### src/shared/adhp_pkg.sv
// Package of constants and carrier types for the converter host port.
package adhp_pkg;

    // ==================================================================
    // Port offsets for the default base, and the alternate base shift.
    localparam logic [7:0] ADHP_OFS_CHANNEL_SELECT = 8'hA0;
    localparam logic [7:0] ADHP_OFS_START_RESULT   = 8'hA1;
    localparam logic [7:0] ADHP_OFS_DAC_VALUE      = 8'hA2;
    localparam logic [7:0] ADHP_OFS_IRQ_STATUS     = 8'hA3;
    localparam logic [7:0] ADHP_ALT_BASE_SHIFT     = 8'h04;
    localparam logic [7:0] ADHP_PORT_MASK          = 8'hFC;
    localparam logic [1:0] ADHP_IDX_CHANNEL        = 2'h0;
    localparam logic [1:0] ADHP_IDX_START_RESULT   = 2'h1;
    localparam logic [1:0] ADHP_IDX_DAC            = 2'h2;
    localparam logic [1:0] ADHP_IDX_IRQ_STATUS     = 2'h3;

    // ==================================================================
    // Field positions and reset values.
    localparam int         ADHP_CHANNEL_MSB        = 2;
    localparam int         ADHP_STATUS_DONE_BIT    = 0;
    localparam logic [2:0] ADHP_CHANNEL_RESET      = 3'h0;
    localparam logic [7:0] ADHP_DAC_RESET          = 8'h00;
    localparam logic [7:0] ADHP_RESULT_RESET       = 8'h00;

    // ==================================================================
    // Conversion timing in clock edges.
    localparam logic [3:0] ADHP_CONV_END_EDGES     = 4'h8;

    // ==================================================================
    // Carrier types.
    typedef struct packed {
        logic       default_base;
        logic       alternate_base;
        logic       result_format;
        logic       route_slot;
        logic       route_one;
        logic       route_two;
    } adhp_jumpers_t;

    typedef struct packed {
        logic       slot;
        logic       one;
        logic       two;
    } adhp_irq_lines_t;

    typedef struct packed {
        logic       start;
        logic       running;
        logic       done_n;
        logic [3:0] edge_cnt;
        logic [7:0] result;
    } adhp_conv_state_t;

    typedef struct packed {
        logic [2:0] channel;
        logic [7:0] dac_value;
        logic [7:0] rd_data;
        logic       rd_prev;
        logic       wr_prev;
        logic       busy;
        logic       done_n_prev;
        logic       host_irq;
        logic       cmp_irq;
    } adhp_port_state_t;

endpackage

### src/rtl/adhp_conv_core.sv
// Conversion sequencer: start line, active-low done and result capture.
`timescale 1ns/10ps

module adhp_conv_core (
    // Clock and reset.
    input  wire logic       clk_sys_i,
    input  wire logic       reset_n_i,
    // Request from the port logic.
    input  wire logic       start_req_i,
    input  wire logic       offset_binary_i,
    // Raw sample from the analog front end, two's complement when bipolar.
    input  wire logic [7:0] sample_i,
    // Converter status and result.
    output logic            start_o,
    output logic            done_n_o,
    output logic [7:0]      result_o
);

    adhp_pkg::adhp_conv_state_t st_r;
    adhp_pkg::adhp_conv_state_t st_nxt;

    // Offset binary is the two's complement code with its sign bit inverted.
    function automatic logic [7:0] code_result(input logic offset, input logic [7:0] raw);
        code_result = offset ? {~raw[7], raw[6:0]} : raw;
    endfunction

    // ==================================================================
    // Sequencer.
    always_comb begin
        st_nxt       = st_r;
        st_nxt.start = start_req_i;
        if (st_r.start) begin
            st_nxt.done_n   = 1'b0;
            st_nxt.running  = 1'b1;
            st_nxt.edge_cnt = 4'h0;
        end else if (st_r.running) begin
            st_nxt.edge_cnt = st_r.edge_cnt + 4'h1;
            if (st_r.edge_cnt == adhp_pkg::ADHP_CONV_END_EDGES - 4'h1) begin
                st_nxt.done_n  = 1'b1;
                st_nxt.running = 1'b0;
                st_nxt.result  = code_result(offset_binary_i, sample_i);
            end
        end
    end

    always_ff @(posedge clk_sys_i or negedge reset_n_i) begin
        if (!reset_n_i) begin
            st_r <= '{start: 1'b0, running: 1'b0, done_n: 1'b1, edge_cnt: 4'h0,
                      result: adhp_pkg::ADHP_RESULT_RESET};
        end else begin
            st_r <= st_nxt;
        end
    end

    assign start_o  = st_r.start;
    assign done_n_o = st_r.done_n;
    assign result_o = st_r.result;

endmodule // adhp_conv_core

### src/rtl/adhp_host_port.sv
// Host I/O port logic for the eight-channel converter and output latch card.
// Operation
// - four consecutive ports decoded at base; alternate jumper, with default jumper clear, moves base up four.
// - write to channel port latches channel number zero to seven.
// - channel holds across conversions until a new channel write.
// - reset selects input channel zero.
// - any write to conversion port starts one conversion; data ignored.
// - read of conversion port returns latest eight-bit result.
// - write to output port latches value for the output converter.
// - write to interrupt port asserts slot interrupt line.
// - read of interrupt port deasserts slot interrupt line.
// - status bit zero reads zero while converting, one when complete.
// - completion asserts one of three interrupt lines, or none, per routing.
// - format setting picks offset binary or two's complement result.
// - done low first edge after start high, high eighth edge after.
`timescale 1ns/10ps

module adhp_host_port (
    // Clock and reset.
    input  wire logic                    clk_sys_i,
    input  wire logic                    reset_n_i,
    // Option-slot I/O bus, strobes active low.
    input  wire logic [7:0]              addr_i,
    input  wire logic                    io_rd_n_i,
    input  wire logic                    io_wr_n_i,
    input  wire logic [7:0]              data_i,
    output logic [7:0]                   data_o,
    output logic                         data_oe_n_o,
    // Card jumpers.
    input  wire adhp_pkg::adhp_jumpers_t jumpers_i,
    // Analog front end.
    input  wire logic [7:0]              sample_i,
    output logic [2:0]                   adc_channel_o,
    output logic                         adc_start_o,
    output logic                         adc_done_n_o,
    // Output converter value.
    output logic [7:0]                   analog_output_value_o,
    // Interrupt lines.
    output adhp_pkg::adhp_irq_lines_t    irq_o
);

    adhp_pkg::adhp_port_state_t st_r;
    adhp_pkg::adhp_port_state_t st_nxt;

    logic [7:0] base;
    logic       hit;
    logic [1:0] idx;
    logic       rd_first;
    logic       wr_first;
    logic       start_req;
    logic       done_n;
    logic [7:0] result;
    logic       done_rise;
    logic [7:0] status_word;

    // ==================================================================
    // Address decode.
    // base select and decode
    assign base = (jumpers_i.alternate_base && !jumpers_i.default_base) ?
                  adhp_pkg::ADHP_OFS_CHANNEL_SELECT + adhp_pkg::ADHP_ALT_BASE_SHIFT :
                  adhp_pkg::ADHP_OFS_CHANNEL_SELECT;
    assign hit  = ((addr_i & adhp_pkg::ADHP_PORT_MASK) == base);
    assign idx  = addr_i[1:0];

    // Strobes act once, on their first low cycle.
    assign rd_first = !io_rd_n_i && st_r.rd_prev && hit;
    assign wr_first = !io_wr_n_i && st_r.wr_prev && hit;

    assign start_req = wr_first && (idx == adhp_pkg::ADHP_IDX_START_RESULT);

    // ==================================================================
    // Converter sequencer.
    adhp_conv_core adhp_conv_core_inst (
        .clk_sys_i       (clk_sys_i),
        .reset_n_i       (reset_n_i),
        .start_req_i     (start_req),
        .offset_binary_i (jumpers_i.result_format),
        .sample_i        (sample_i),
        .start_o         (adc_start_o),
        .done_n_o        (done_n),
        .result_o        (result)
    );

    assign done_rise = done_n && !st_r.done_n_prev;

    always_comb begin
        status_word = 8'h00;
        status_word[adhp_pkg::ADHP_STATUS_DONE_BIT] = !st_r.busy;
    end

    // ==================================================================
    // Port state.
    always_comb begin
        st_nxt             = st_r;
        st_nxt.rd_prev     = io_rd_n_i;
        st_nxt.wr_prev     = io_wr_n_i;
        st_nxt.done_n_prev = done_n;

        if (wr_first) begin
            case (idx)
                adhp_pkg::ADHP_IDX_CHANNEL: begin
                    st_nxt.channel = data_i[adhp_pkg::ADHP_CHANNEL_MSB:0];
                end
                adhp_pkg::ADHP_IDX_DAC: begin
                    st_nxt.dac_value = data_i;
                end
                default: begin
                end
            endcase
        end

        if (done_rise) begin
            st_nxt.busy = 1'b0;
        end
        if (start_req) begin
            st_nxt.busy = 1'b1;
        end

        if (rd_first && idx == adhp_pkg::ADHP_IDX_IRQ_STATUS) begin
            st_nxt.host_irq = 1'b0;
        end
        if (wr_first && idx == adhp_pkg::ADHP_IDX_IRQ_STATUS) begin
            st_nxt.host_irq = 1'b1;
        end

        if (start_req) begin
            st_nxt.cmp_irq = 1'b0;
        end else if (rd_first && idx == adhp_pkg::ADHP_IDX_IRQ_STATUS && jumpers_i.route_slot) begin
            st_nxt.cmp_irq = 1'b0;
        end
        if (done_rise) begin
            st_nxt.cmp_irq = 1'b1;
        end

        case (idx)
            adhp_pkg::ADHP_IDX_START_RESULT: st_nxt.rd_data = result;
            adhp_pkg::ADHP_IDX_IRQ_STATUS:   st_nxt.rd_data = status_word;
            default:                         st_nxt.rd_data = 8'h00;
        endcase
    end

    always_ff @(posedge clk_sys_i or negedge reset_n_i) begin
        if (!reset_n_i) begin
            st_r <= '{channel: adhp_pkg::ADHP_CHANNEL_RESET, dac_value: adhp_pkg::ADHP_DAC_RESET,
                      rd_data: 8'h00, rd_prev: 1'b1, wr_prev: 1'b1, busy: 1'b0,
                      done_n_prev: 1'b1, host_irq: 1'b0, cmp_irq: 1'b0};
        end else begin
            st_r <= st_nxt;
        end
    end

    // ==================================================================
    // Outputs.
    // write-only ports undriven
    assign data_oe_n_o = !(!io_rd_n_i && hit &&
                           (idx == adhp_pkg::ADHP_IDX_START_RESULT || idx == adhp_pkg::ADHP_IDX_IRQ_STATUS));
    assign data_o      = st_r.rd_data;

    assign adc_channel_o         = st_r.channel;
    assign adc_done_n_o          = done_n;
    assign analog_output_value_o = st_r.dac_value;

    assign irq_o = '{slot: st_r.host_irq || (st_r.cmp_irq && jumpers_i.route_slot),
                     one:  st_r.cmp_irq && jumpers_i.route_one && !jumpers_i.route_slot,
                     two:  st_r.cmp_irq && jumpers_i.route_two && !jumpers_i.route_slot && !jumpers_i.route_one};

endmodule // adhp_host_port

### config.mk
export PLATFORM = sky130hd
export DESIGN_NAME = adhp_host_port
export DESIGN_NICKNAME = d
export VERILOG_FILES = /design/src/shared/adhp_pkg.sv /design/src/rtl/adhp_conv_core.sv /design/src/rtl/adhp_host_port.sv
export SDC_FILE = /design/constraint.sdc
export NUM_CORES = 1
export LEC_CHECK = 0
export BUFFER_PORTS_ARGS = -buffer_cell sky130_fd_sc_hd__buf_2
export CAP_MARGIN = 25
export CORE_MARGIN = 2
export CORE_UTILIZATION = 28
export DETAILED_ROUTE_END_ITERATION = 10
export PLACE_DENSITY_LB_ADDON = 0.08
export SLEW_MARGIN = 20
export SYNTH_ARGS = -nofsm -noshare
export SYNTH_HDL_FRONTEND = slang
export SYNTH_HIERARCHICAL = 1
export SYNTH_SLANG_ARGS = --single-unit
export TNS_END_PERCENT = 20
### constraint.sdc
create_clock -name clk_sys_i -period 2.1 [get_ports clk_sys_i]
set_input_delay 0.105 -clock clk_sys_i [delete_from_list [all_inputs] [get_ports clk_sys_i]]
set_output_delay 0.105 -clock clk_sys_i [all_outputs]
set_load 0.01 [all_outputs]
==> impl_metrics.env, run 1 <==
export IMPL_path_cells="ha_1 > nand2_2 > nor4b_4 > mux2_2"
export IMPL_final_worst_path_period_need_ps=1800
export IMPL_hp_start="data_i[7]"
export IMPL_setup_viol=0
export IMPL_port_buffers=58
export IMPL_grt_antenna_before_repair=0
export IMPL_worst_path_max_delay_cell="sky130_fd_sc_hd__nor4b_4"
export IMPL_fin_nets=217
export IMPL_drcViolationCount=0
export IMPL_end_kind="flop"
export IMPL_grt_ovfl_total=0
export IMPL_stdcell_count=260
export IMPL_cts_tree="done"
export IMPL_detail_route_wl_per_cell_um=13.0
export IMPL_ys_async_sr_fraction_pct=100
export IMPL_worst_clock_skew_ps=2.69
export IMPL_cts_buffer_depth=2
export IMPL_route_detailed_vias_per_inst=4.30
export IMPL_dpl_cell_count=249
export IMPL_synth_area_per_inst_um2=13.0
export IMPL_die_width_um=85.3
export IMPL_htree_num_levels=2
export IMPL_hp_class="input pin to flop"
export IMPL_area_delta_synth_final_pct=16.0
export IMPL_crit_type="flop to flop"
export IMPL_hold_viol=0
export IMPL_cts_post_setup_buffers_inserted=0
export IMPL_grt_pass1_vias=1331
export IMPL_final_max_slew_viol_count=0
export IMPL_postSynthNetCount=177
export IMPL_synth_ff_type="sky130_fd_sc_hd__dfrtp_1"
export IMPL_timing_critical_path_required_ps=2270
export IMPL_dp_hpwl_mm=2.57
export IMPL_timing_critical_path_from="adhp_conv_core_inst/st_r[8]"
export IMPL_netlist_cell_type_count=33
export IMPL_synth_warnings=6
export IMPL_yosysSeqAreaShare_pct=54.4
export IMPL_synth_area_um2=1850
export IMPL_power_leakage_nw=1.14
export IMPL_fraction_of_final_layout_cells_with_drive_strength_greater_than_1_pct=51.4
export IMPL_numCtsBuffers=5
export IMPL_path_max_fanout=9
export IMPL_row_count=29
export IMPL_ios=59
export IMPL_post_synth_inst_count=142
export IMPL_core_area_um2=6390
export IMPL_initial_utilization_pct=29.0
export IMPL_clock_tree_root_cell="sky130_fd_sc_hd__clkbuf_8"
export IMPL_detail_route_wirelength_mm=3.37
export IMPL_track_usage_pct=10.1
export IMPL_clock_latency_ps=280
export IMPL_worstSetupStartpointType="flop"
export IMPL_worst_r2r_setup_slack_ps=300
export IMPL_design_die_area_um2=7280
export IMPL_synth_most_common_cell="sky130_fd_sc_hd__dfrtp_1"
export IMPL_clock_sinks=40
export IMPL_cpPeakStageDelay_ps=600
export IMPL_route_vias_total=1118
export IMPL_drt_antenna_violating_nets=0
export IMPL_tightest_slew_ps=899
export IMPL_synth_edf_count=0
export IMPL_insertedDiodeCount=0
export IMPL_maxCapViolations=0
export IMPL_timing_final_crit_share_pct=85.7
export IMPL_drt_pass1_iterations=6
export IMPL_ys_top_cells_by_count="36 x sky130_fd_sc_hd__dfrtp_1, 28 x sky130_fd_sc_hd__buf_4, 19 x sky130_fd_sc_hd__mux2_2"
export IMPL_clk_transition_reported_paths_ps=70
export IMPL_grt_pass1_wl_mm=5.69
export IMPL_final_seq_area_um2=1010
export IMPL_gpl_final_weighted_congestion=0.744
export IMPL_rsz0062_at_grt="no"
export IMPL_ys_seq_elements=40
export IMPL_largest_net_degree_at_the_start_of_global_routing=41
export IMPL_power_per_cell_area_nw_per_um2=699
export IMPL_fillers=640
export IMPL_dominant_cell_type_by_area_after_synthesis="sky130_fd_sc_hd__dfrtp_1"
export IMPL_fp_dieH_um=85.3
export IMPL_cp_arrival_ps=1970
export IMPL_synth_top_cells_by_area="sky130_fd_sc_hd__dfrtp_1 49%, sky130_fd_sc_hd__mux2_2 12%, sky130_fd_sc_hd__buf_4 11%, sky130_fd_sc_hd__dfstp_2 5.7%, sky130_fd_sc_hd__and2_1 2.7%"
export IMPL_max_slew_margin_rel_pct=40.1
export IMPL_multi_input_area_um2=616
export IMPL_worst_r2r_startpoint="adhp_conv_core_inst/st_r[8]"
export IMPL_result_of_the_run="completed"
export IMPL_max_vdd_ir_drop_mv=0.213
export IMPL_dr_first_iter_drc_count=10
export IMPL_max_freq_mhz=556
export IMPL_synth_top_area_share_pct=48.7
export IMPL_setup_tns_final_ps=0
==> per-layer routing <==
metal  track usage (%)  up-vias  part of all wire [%]
li1                  -      533                     -
met1              10.5      544                    41
met2              18.1       34                    52
met3              3.89        7                   5.1
met4              4.33        0                   1.8
met5                 0        -                     0
==> cell families after synthesis <==
logic type	count (synthesis)	synth area share, %
fa+ha+maj	1	0.676
simple gates	37	14.4
xor+xnor	5	3.38
flops	40	54.4
compound gates	5	2.16
mux	21	12.6
buf+inv	33	12.4
==> final timing paths <==
kind	cells after the start	endpoint
setup reg to reg	4	adhp_conv_core_inst/result_o[7]
hold reg to reg	0	st_r[2]
min in group asynchronous	2	adhp_conv_core_inst/result_o[3]
setup / recovery	4	adhp_conv_core_inst/result_o[7]
hold / removal	2	analog_output_value_o[7]
max in group asynchronous	2	data_o[6]
==> per-stage QoR <==
step | area [um^2] | power [W] | utilization (%) | hold slack, ps | setup slack (ps)
5_1_grt | 2150 | 0.00160 | 33.6 | 32.3 | 190
4_1_cts | 2150 | 0.00153 | 33.6 | 35.3 | 241
3_5_place_dp | 2030 | 0.000998 | 31.7 | 224 | 261
6_report | 2150 | 0.00150 | 33.6 | 48.2 | 301
2_1_floorplan | 1850 | 0.000929 | - | -191 | 504
3_3_place_gp | 2030 | 0.000991 | 31.7 | 222 | 315
==> placed cells by master, fill, tap and decap left out, types with 4 or more instances in the layout <==
| cell type | count |
|---|---|
| sky130_fd_sc_hd__nand2_1 | 4 |
| sky130_fd_sc_hd__and2_1 | 8 |
| sky130_fd_sc_hd__inv_1 | 5 |
| sky130_fd_sc_hd__clkbuf_8 | 6 |
| sky130_fd_sc_hd__buf_2 | 58 |
| sky130_fd_sc_hd__nor2_1 | 6 |
| sky130_fd_sc_hd__dfstp_2 | 4 |
| sky130_fd_sc_hd__dfrtp_1 | 36 |
| sky130_fd_sc_hd__mux2_2 | 19 |
==> flip-flops by register name (all words and copies together), names as in the netlist <==
name and count:
adc_channel_o 3, adhp_conv_core_inst/done_n_o 1, adhp_conv_core_inst/result_o 8, adhp_conv_core_inst/st_r 5
adhp_conv_core_inst/start_o 1, analog_output_value_o 8, data_o 8, st_r 6
==> final cells by class <==
| cell class | count | area share (%) |
|---|---|---|
| clock buffers | 8 | 4.20 |
| inverters | 5 | 0.874 |
| multi-input cells | 69 | 28.7 |
| flip-flops and latches | 40 | 46.9 |
| well taps | 77 | 4.49 |
| repair buffers | 61 | 14.9 |
==> power by group <==
part | total [W] | switching [W] | internal, W
combinational | 0.000150 | 0.0000742 | 0.0000754
clock | 0.000519 | 0.000251 | 0.000268
sequential | 0.000832 | 0.0000270 | 0.000805
total | 0.00150 | 0.000352 | 0.00115
==> worst max-delay path, delay by kind of cell, from the launching register on <==
family                   cells  cell delay [ps]
AND/OR/NAND/NOR              2              690
adder cells (fa/ha/maj)      1              190
multiplexers                 1              410
flip-flops                   1              390
==> what timing repair did <==
item	in CTS	in global routing
hold buffers	3	0
setup endpoints to repair	0	0
endpoints found under the hold margin	38	0
resized for setup	0	0
(Power assumes the default switching activity.)
==> run 2: changes to the inputs <==
HOLD_SLACK_MARGIN = 0.06   (was default)
==> run 2 against run 1 <==
- wire length up 1.0%
- non-clock buffer count up 15
- register-to-register slack about the same
- flip-flop and latch count unchanged
- via count up 5.0%
- global-route usage up 0.18 points
- utilization up 2.4 points
- worst hold slack better by 64 ps
- design area up 7.0%
- critical path type unchanged
- critical endpoint unchanged
==> impl_metrics.env, run 2 (synthesis gave the netlist of run 1 again) <==
export IMPL_result_of_the_run="completed"
export IMPL_core_area_um2=6390
export IMPL_clk_transition_reported_paths_ps=70
export IMPL_path_cells="ha_1 > nand2_2 > nor4b_4 > mux2_2"
export IMPL_grt_antenna_before_repair=0
export IMPL_final_worst_path_period_need_ps=1800
export IMPL_hold_viol=0
export IMPL_dpl_cell_count=249
export IMPL_fp_dieH_um=85.3
export IMPL_detail_route_wl_per_cell_um=12.4
export IMPL_drt_pass1_iterations=4
export IMPL_cts_post_setup_buffers_inserted=0
export IMPL_worst_path_dominant_cell_family="simple AND/OR/NAND/NOR gates"
export IMPL_setup_viol=0
export IMPL_worst_clock_skew_ps=2.60
export IMPL_dp_hpwl_mm=2.57
export IMPL_path_max_fanout=9
export IMPL_setup_slack_ps=301
export IMPL_numCtsBuffers=5
export IMPL_cp_arrival_ps=1970
export IMPL_drt_antenna_violating_nets=0
export IMPL_route_detailed_vias_per_inst=4.27
export IMPL_worst_slack_after_detailed_placement_ps=261
export IMPL_max_slew_margin_rel_pct=40.0
export IMPL_rsz0062_at_grt="no"
export IMPL_power_per_cell_area_nw_per_um2=662
export IMPL_fin_nets=232
export IMPL_design_die_area_um2=7280
export IMPL_route_vias_total=1174
export IMPL_sequentialPowerShare_pct=54.7
export IMPL_max_vdd_ir_drop_mv=0.213
export IMPL_cts_tree="done"
export IMPL_max_freq_mhz=556
export IMPL_clock_latency_ps=280
export IMPL_clock_sinks=40
export IMPL_clock_tree_root_cell="sky130_fd_sc_hd__clkbuf_8"
export IMPL_final_max_slew_viol_count=0
export IMPL_maxCapViolations=0
export IMPL_gpl_final_weighted_congestion=0.744
export IMPL_cts_buffer_depth=2
export IMPL_switch_share_pct=23.3
export IMPL_die_width_um=85.3
export IMPL_area_delta_synth_final_pct=24.1
export IMPL_cell_internal_pwr_w=0.00117
export IMPL_htree_num_levels=2
export IMPL_p_clk_share_pct=34.1
export IMPL_power_net_switching_w=0.000355
export IMPL_fraction_of_final_layout_cells_with_drive_strength_greater_than_1_pct=47.5
export IMPL_timing_critical_path_required_ps=2270
export IMPL_grt_ovfl_total=0
export IMPL_crit_type="flop to flop"
export IMPL_port_buffers=58
export IMPL_detail_route_wirelength_mm=3.41
export IMPL_buf_inv_stages_crit_path=0
export IMPL_largest_net_degree_at_the_start_of_global_routing=41
export IMPL_grt_pass1_wl_mm=5.79
export IMPL_final_seq_area_um2=1010
export IMPL_cpPeakStageDelay_ps=600
export IMPL_row_count=29
export IMPL_setup_tns_final_ps=0
export IMPL_multi_input_area_um2=616
export IMPL_power_frac_comb_pct=11.2
export IMPL_worst_path_max_delay_cell="sky130_fd_sc_hd__nor4b_4"
export IMPL_commonest_non_fill_non_tap_cells_in_the_layout="58 x sky130_fd_sc_hd__buf_2, 36 x sky130_fd_sc_hd__dfrtp_1, 19 x sky130_fd_sc_hd__mux2_2"
export IMPL_drcViolationCount=0
export IMPL_stdcell_count=275
export IMPL_insertedDiodeCount=0
export IMPL_power_leakage_nw=1.21
export IMPL_most_frequent_standard_cell_in_the_layout_excluding_fill_and_tap_cells="sky130_fd_sc_hd__buf_2"
export IMPL_tightest_slew_ps=899
export IMPL_fillers=629
export IMPL_end_kind="flop"
export IMPL_grt_pass1_vias=1370
export IMPL_worstSetupStartpointType="flop"
export IMPL_track_usage_pct=10.3
export IMPL_dr_first_iter_drc_count=9
export IMPL_timing_final_crit_share_pct=85.7
export IMPL_initial_utilization_pct=29.0
export IMPL_ios=59
export IMPL_hp_class="input pin to flop"
==> run 2: cell count changes in the layout (fill, tap and decap cells not counted) <==
cell,delta
sky130_fd_sc_hd__dlygate4sd3_1,+15
==> run 2: final cells by class <==
type / instances / area share [%]
multi-input cells: 69 / 26.8
clock buffers: 8 / 3.92
repair buffers: 76 / 20.5
inverters: 5 / 0.817
flip-flops and latches: 40 / 43.8
well taps: 77 / 4.19
==> run 2: per-layer routing <==
layer / track usage [%] / share of wire [%]
met1: 10.9 / 41
met2: 18.4 / 52
met3: 3.79 / 5.3
met4: 4.33 / 1.8
met5: 0 / 0
==> run 2: worst paths after layout <==
path                                         startpoint                         endpoint  slack, ps  cells after the start
min reg2reg                adhp_conv_core_inst/done_n_o                          st_r[2]        400                      0
max in group asynchronous                     reset_n_i                        data_o[6]       1060                      2
max reg2reg                 adhp_conv_core_inst/st_r[8]  adhp_conv_core_inst/result_o[7]        300                      4
min                                           addr_i[0]                        data_o[0]        110                      2
max                         adhp_conv_core_inst/st_r[8]  adhp_conv_core_inst/result_o[7]        300                      4
min in group asynchronous                     reset_n_i  adhp_conv_core_inst/result_o[3]        470                      2
==> run 2: worst register-to-register path: stages (launching register included) <==
cell and delay [ps]:
sky130_fd_sc_hd__dfrtp_1 390, sky130_fd_sc_hd__ha_1 190, sky130_fd_sc_hd__nand2_2 90, sky130_fd_sc_hd__nor4b_4 610
sky130_fd_sc_hd__mux2_2 410
==> run 2: power by group through the flow <==
stage                     sequential (W)  clock [W]  combinational [W]
after floorplan                 0.000841          0          0.0000873
after global placement          0.000844          0           0.000147
after detailed placement        0.000848          0           0.000150
after CTS                       0.000833   0.000546           0.000177
after global routing            0.000838   0.000589           0.000195
final                           0.000832   0.000519           0.000171
==> run 2: through the flow <==
stage	area [um^2]	power [W]	hold slack (ps)	util, %
finish	2300	0.00152	112	36.0
global route	2300	0.00162	121	36.0
CTS	2300	0.00156	101	36.0
detailed placement	2030	0.000998	224	31.7
global placement	2030	0.000991	222	31.7
floorplan	1850	0.000929	-191	-
==> run 2: what timing repair did <==
action,4_1_cts,5_1_grt
resized for setup,0,0
hold buffers,18,0
endpoints found under the hold margin,55,0
==> run 3: changes to the inputs <==
==> constraint.sdc (replaced) <==
create_clock -name clk_sys_i -period 2.1 [get_ports clk_sys_i]
set_input_delay 0.21 -clock clk_sys_i [delete_from_list [all_inputs] [get_ports clk_sys_i]]
set_output_delay 0.21 -clock clk_sys_i [all_outputs]
set_load 0.01 [all_outputs]
==> run 3 against run 2 <==
- clock power increased by 2%
- sequential share of layout area up 2.8 points
- cell count decreased by 5.1%
- largest power group unchanged
- largest cell class unchanged
- setup slack improved by 25 ps
- worst hold slack better by 38 ps
- combinational power decreased by 12%
- clock skew is 6.1 ps higher
- via count down 5.4%
==> impl_metrics.env, run 3 (synthesis gave the netlist of run 1 again) <==
export IMPL_route_vias_total=1111
export IMPL_port_buffers=58
export IMPL_maxCapViolations=0
export IMPL_core_area_um2=6390
export IMPL_insertedDiodeCount=0
export IMPL_worst_r2r_startpoint="adhp_conv_core_inst/st_r[8]"
export IMPL_timing_final_crit_share_pct=84.5
export IMPL_tightest_slew_ps=633
export IMPL_largest_net_degree_at_the_start_of_global_routing=23
export IMPL_sequentialPowerShare_pct=55.1
export IMPL_grt_busiest_layer="met2"
export IMPL_area_delta_synth_final_pct=16.6
export IMPL_fin_nets=218
export IMPL_detail_route_wirelength_mm=3.26
export IMPL_result_of_the_run="completed"
export IMPL_cts_tree="done"
export IMPL_fp_dieH_um=85.3
export IMPL_fillers=644
export IMPL_rsz0062_at_grt="no"
export IMPL_met3_usage_pct=3.70
export IMPL_hold_viol=0
export IMPL_worstSetupStartpointType="flop"
export IMPL_final_worst_path_period_need_ps=1770
export IMPL_grt_pass1_vias=1250
export IMPL_ios=59
export IMPL_grt_pass1_wl_mm=5.83
export IMPL_gpl_final_weighted_congestion=0.784
export IMPL_clock_tree_root_cell="sky130_fd_sc_hd__clkbuf_8"
export IMPL_dpl_cell_area_um2=2030
export IMPL_cts_repair_resize_count=0
export IMPL_commonest_non_fill_non_tap_cells_in_the_layout="58 x sky130_fd_sc_hd__buf_2, 36 x sky130_fd_sc_hd__dfrtp_1, 19 x sky130_fd_sc_hd__mux2_2"
export IMPL_cell_internal_pwr_w=0.00114
export IMPL_power_frac_comb_pct=9.9
export IMPL_htree_num_levels=2
export IMPL_timing_critical_path_from="adhp_conv_core_inst/st_r[8]"
export IMPL_path_max_fanout=9
export IMPL_switch_share_pct=24.2
export IMPL_layout_cell_area_non_filler_um2=2160
export IMPL_dpl_cell_count=250
export IMPL_fin_util_pct=33.8
export IMPL_track_usage_pct=10.3
export IMPL_multi_input_area_um2=616
export IMPL_clock_latency_ps=290
export IMPL_route_detailed_vias_per_inst=4.26
export IMPL_clk_transition_reported_paths_ps=80
export IMPL_power_per_cell_area_nw_per_um2=700
export IMPL_initial_utilization_pct=29.0
export IMPL_numCtsBuffers=5
export IMPL_timing_critical_path_required_ps=2280
export IMPL_grt_ovfl_total=0
export IMPL_most_frequent_standard_cell_in_the_layout_excluding_fill_and_tap_cells="sky130_fd_sc_hd__buf_2"
export IMPL_end_kind="flop"
export IMPL_hp_start="sample_i[3]"
export IMPL_setup_viol=0
export IMPL_worst_clock_skew_ps=8.66
export IMPL_max_freq_mhz=564
export IMPL_crit_type="flop to flop"
export IMPL_max_vdd_ir_drop_mv=0.250
export IMPL_power_net_switching_w=0.000365
export IMPL_grt_use_met2_pct=16.6
export IMPL_cts_hold_buffers=3
export IMPL_row_count=29
export IMPL_met1_capacity_usage_during_global_routing_pct=12.5
export IMPL_cts_post_setup_buffers_inserted=0
export IMPL_final_max_slew_viol_count=0
export IMPL_p_clk_share_pct=35.0
export IMPL_grt_antenna_before_repair=0
export IMPL_hp_class="input pin to flop"
export IMPL_die_width_um=85.3
export IMPL_cts_buffer_depth=2
export IMPL_max_slew_margin_rel_pct=57.7
export IMPL_drcViolationCount=0
export IMPL_clock_sinks=40
export IMPL_cp_arrival_ps=1960
export IMPL_drt_antenna_violating_nets=0
export IMPL_stdcell_count=261
export IMPL_drt_pass1_iterations=4
export IMPL_setup_tns_final_ps=0
export IMPL_dr_first_iter_drc_count=11
export IMPL_fraction_of_final_layout_cells_with_drive_strength_greater_than_1_pct=52.7
export IMPL_dp_hpwl_mm=2.52
export IMPL_final_seq_area_um2=1010
export IMPL_detail_route_wl_per_cell_um=12.5
export IMPL_power_leakage_nw=1.15
export IMPL_design_die_area_um2=7280
-- run 3: critical path: stages, from the launching register on --
cell                      delay, ps
sky130_fd_sc_hd__dfrtp_1        380
sky130_fd_sc_hd__ha_1           190
sky130_fd_sc_hd__nand2_2         80
sky130_fd_sc_hd__nor4b_4        600
sky130_fd_sc_hd__mux2_2         410
-- run 3: power groups by stage --
stage	Combinational, W	Sequential [W]	Clock (W)
final	0.000150	0.000831	0.000528
after global routing	0.000172	0.000837	0.000602
after CTS	0.000156	0.000832	0.000557
after detailed placement	0.000151	0.000847	0
after global placement	0.000146	0.000844	0
after floorplan	0.0000873	0.000841	0
-- run 3: cell type report --
class / instances / share of cell area (%)
Sequential cell: 40 / 46.6
Multi-Input combinational cell: 69 / 28.5
Timing Repair Buffer: 62 / 15.2
Tap cell: 77 / 4.47
Clock buffer: 6 / 3.83
Inverter: 5 / 0.870
Clock inverter: 2 / 0.464
-- run 3: final timing paths --
kind,endpoint,slack (ps),cells after the start
worst max-delay path,adhp_conv_core_inst/result_o[2],330,4
worst min-delay path,adhp_conv_core_inst/result_o[3],150,2
worst max register to register,adhp_conv_core_inst/result_o[2],330,4
worst min register to register,st_r[2],410,0
max in group asynchronous,st_r[4],970,3
min in group asynchronous,adhp_conv_core_inst/result_o[3],410,2
-- run 3: metrics by stage --
| stage | setup slack (ps) | total power, W | hold WS, ps |
|---|---|---|---|
| detailed placement | 293 | 0.000998 | 215 |
| floorplan | 504 | 0.000929 | -85.6 |
| CTS | 286 | 0.00154 | 141 |
| global placement | 326 | 0.000990 | 201 |
| finish | 326 | 0.00151 | 151 |
| global route | 194 | 0.00161 | 134 |
-- run 3: per-layer routing --
metal	vias to the layer above	routed length [um]
li1	533	-
met2	35	1610
met1	538	1400
met5	-	0
met3	5	196
met4	0	52
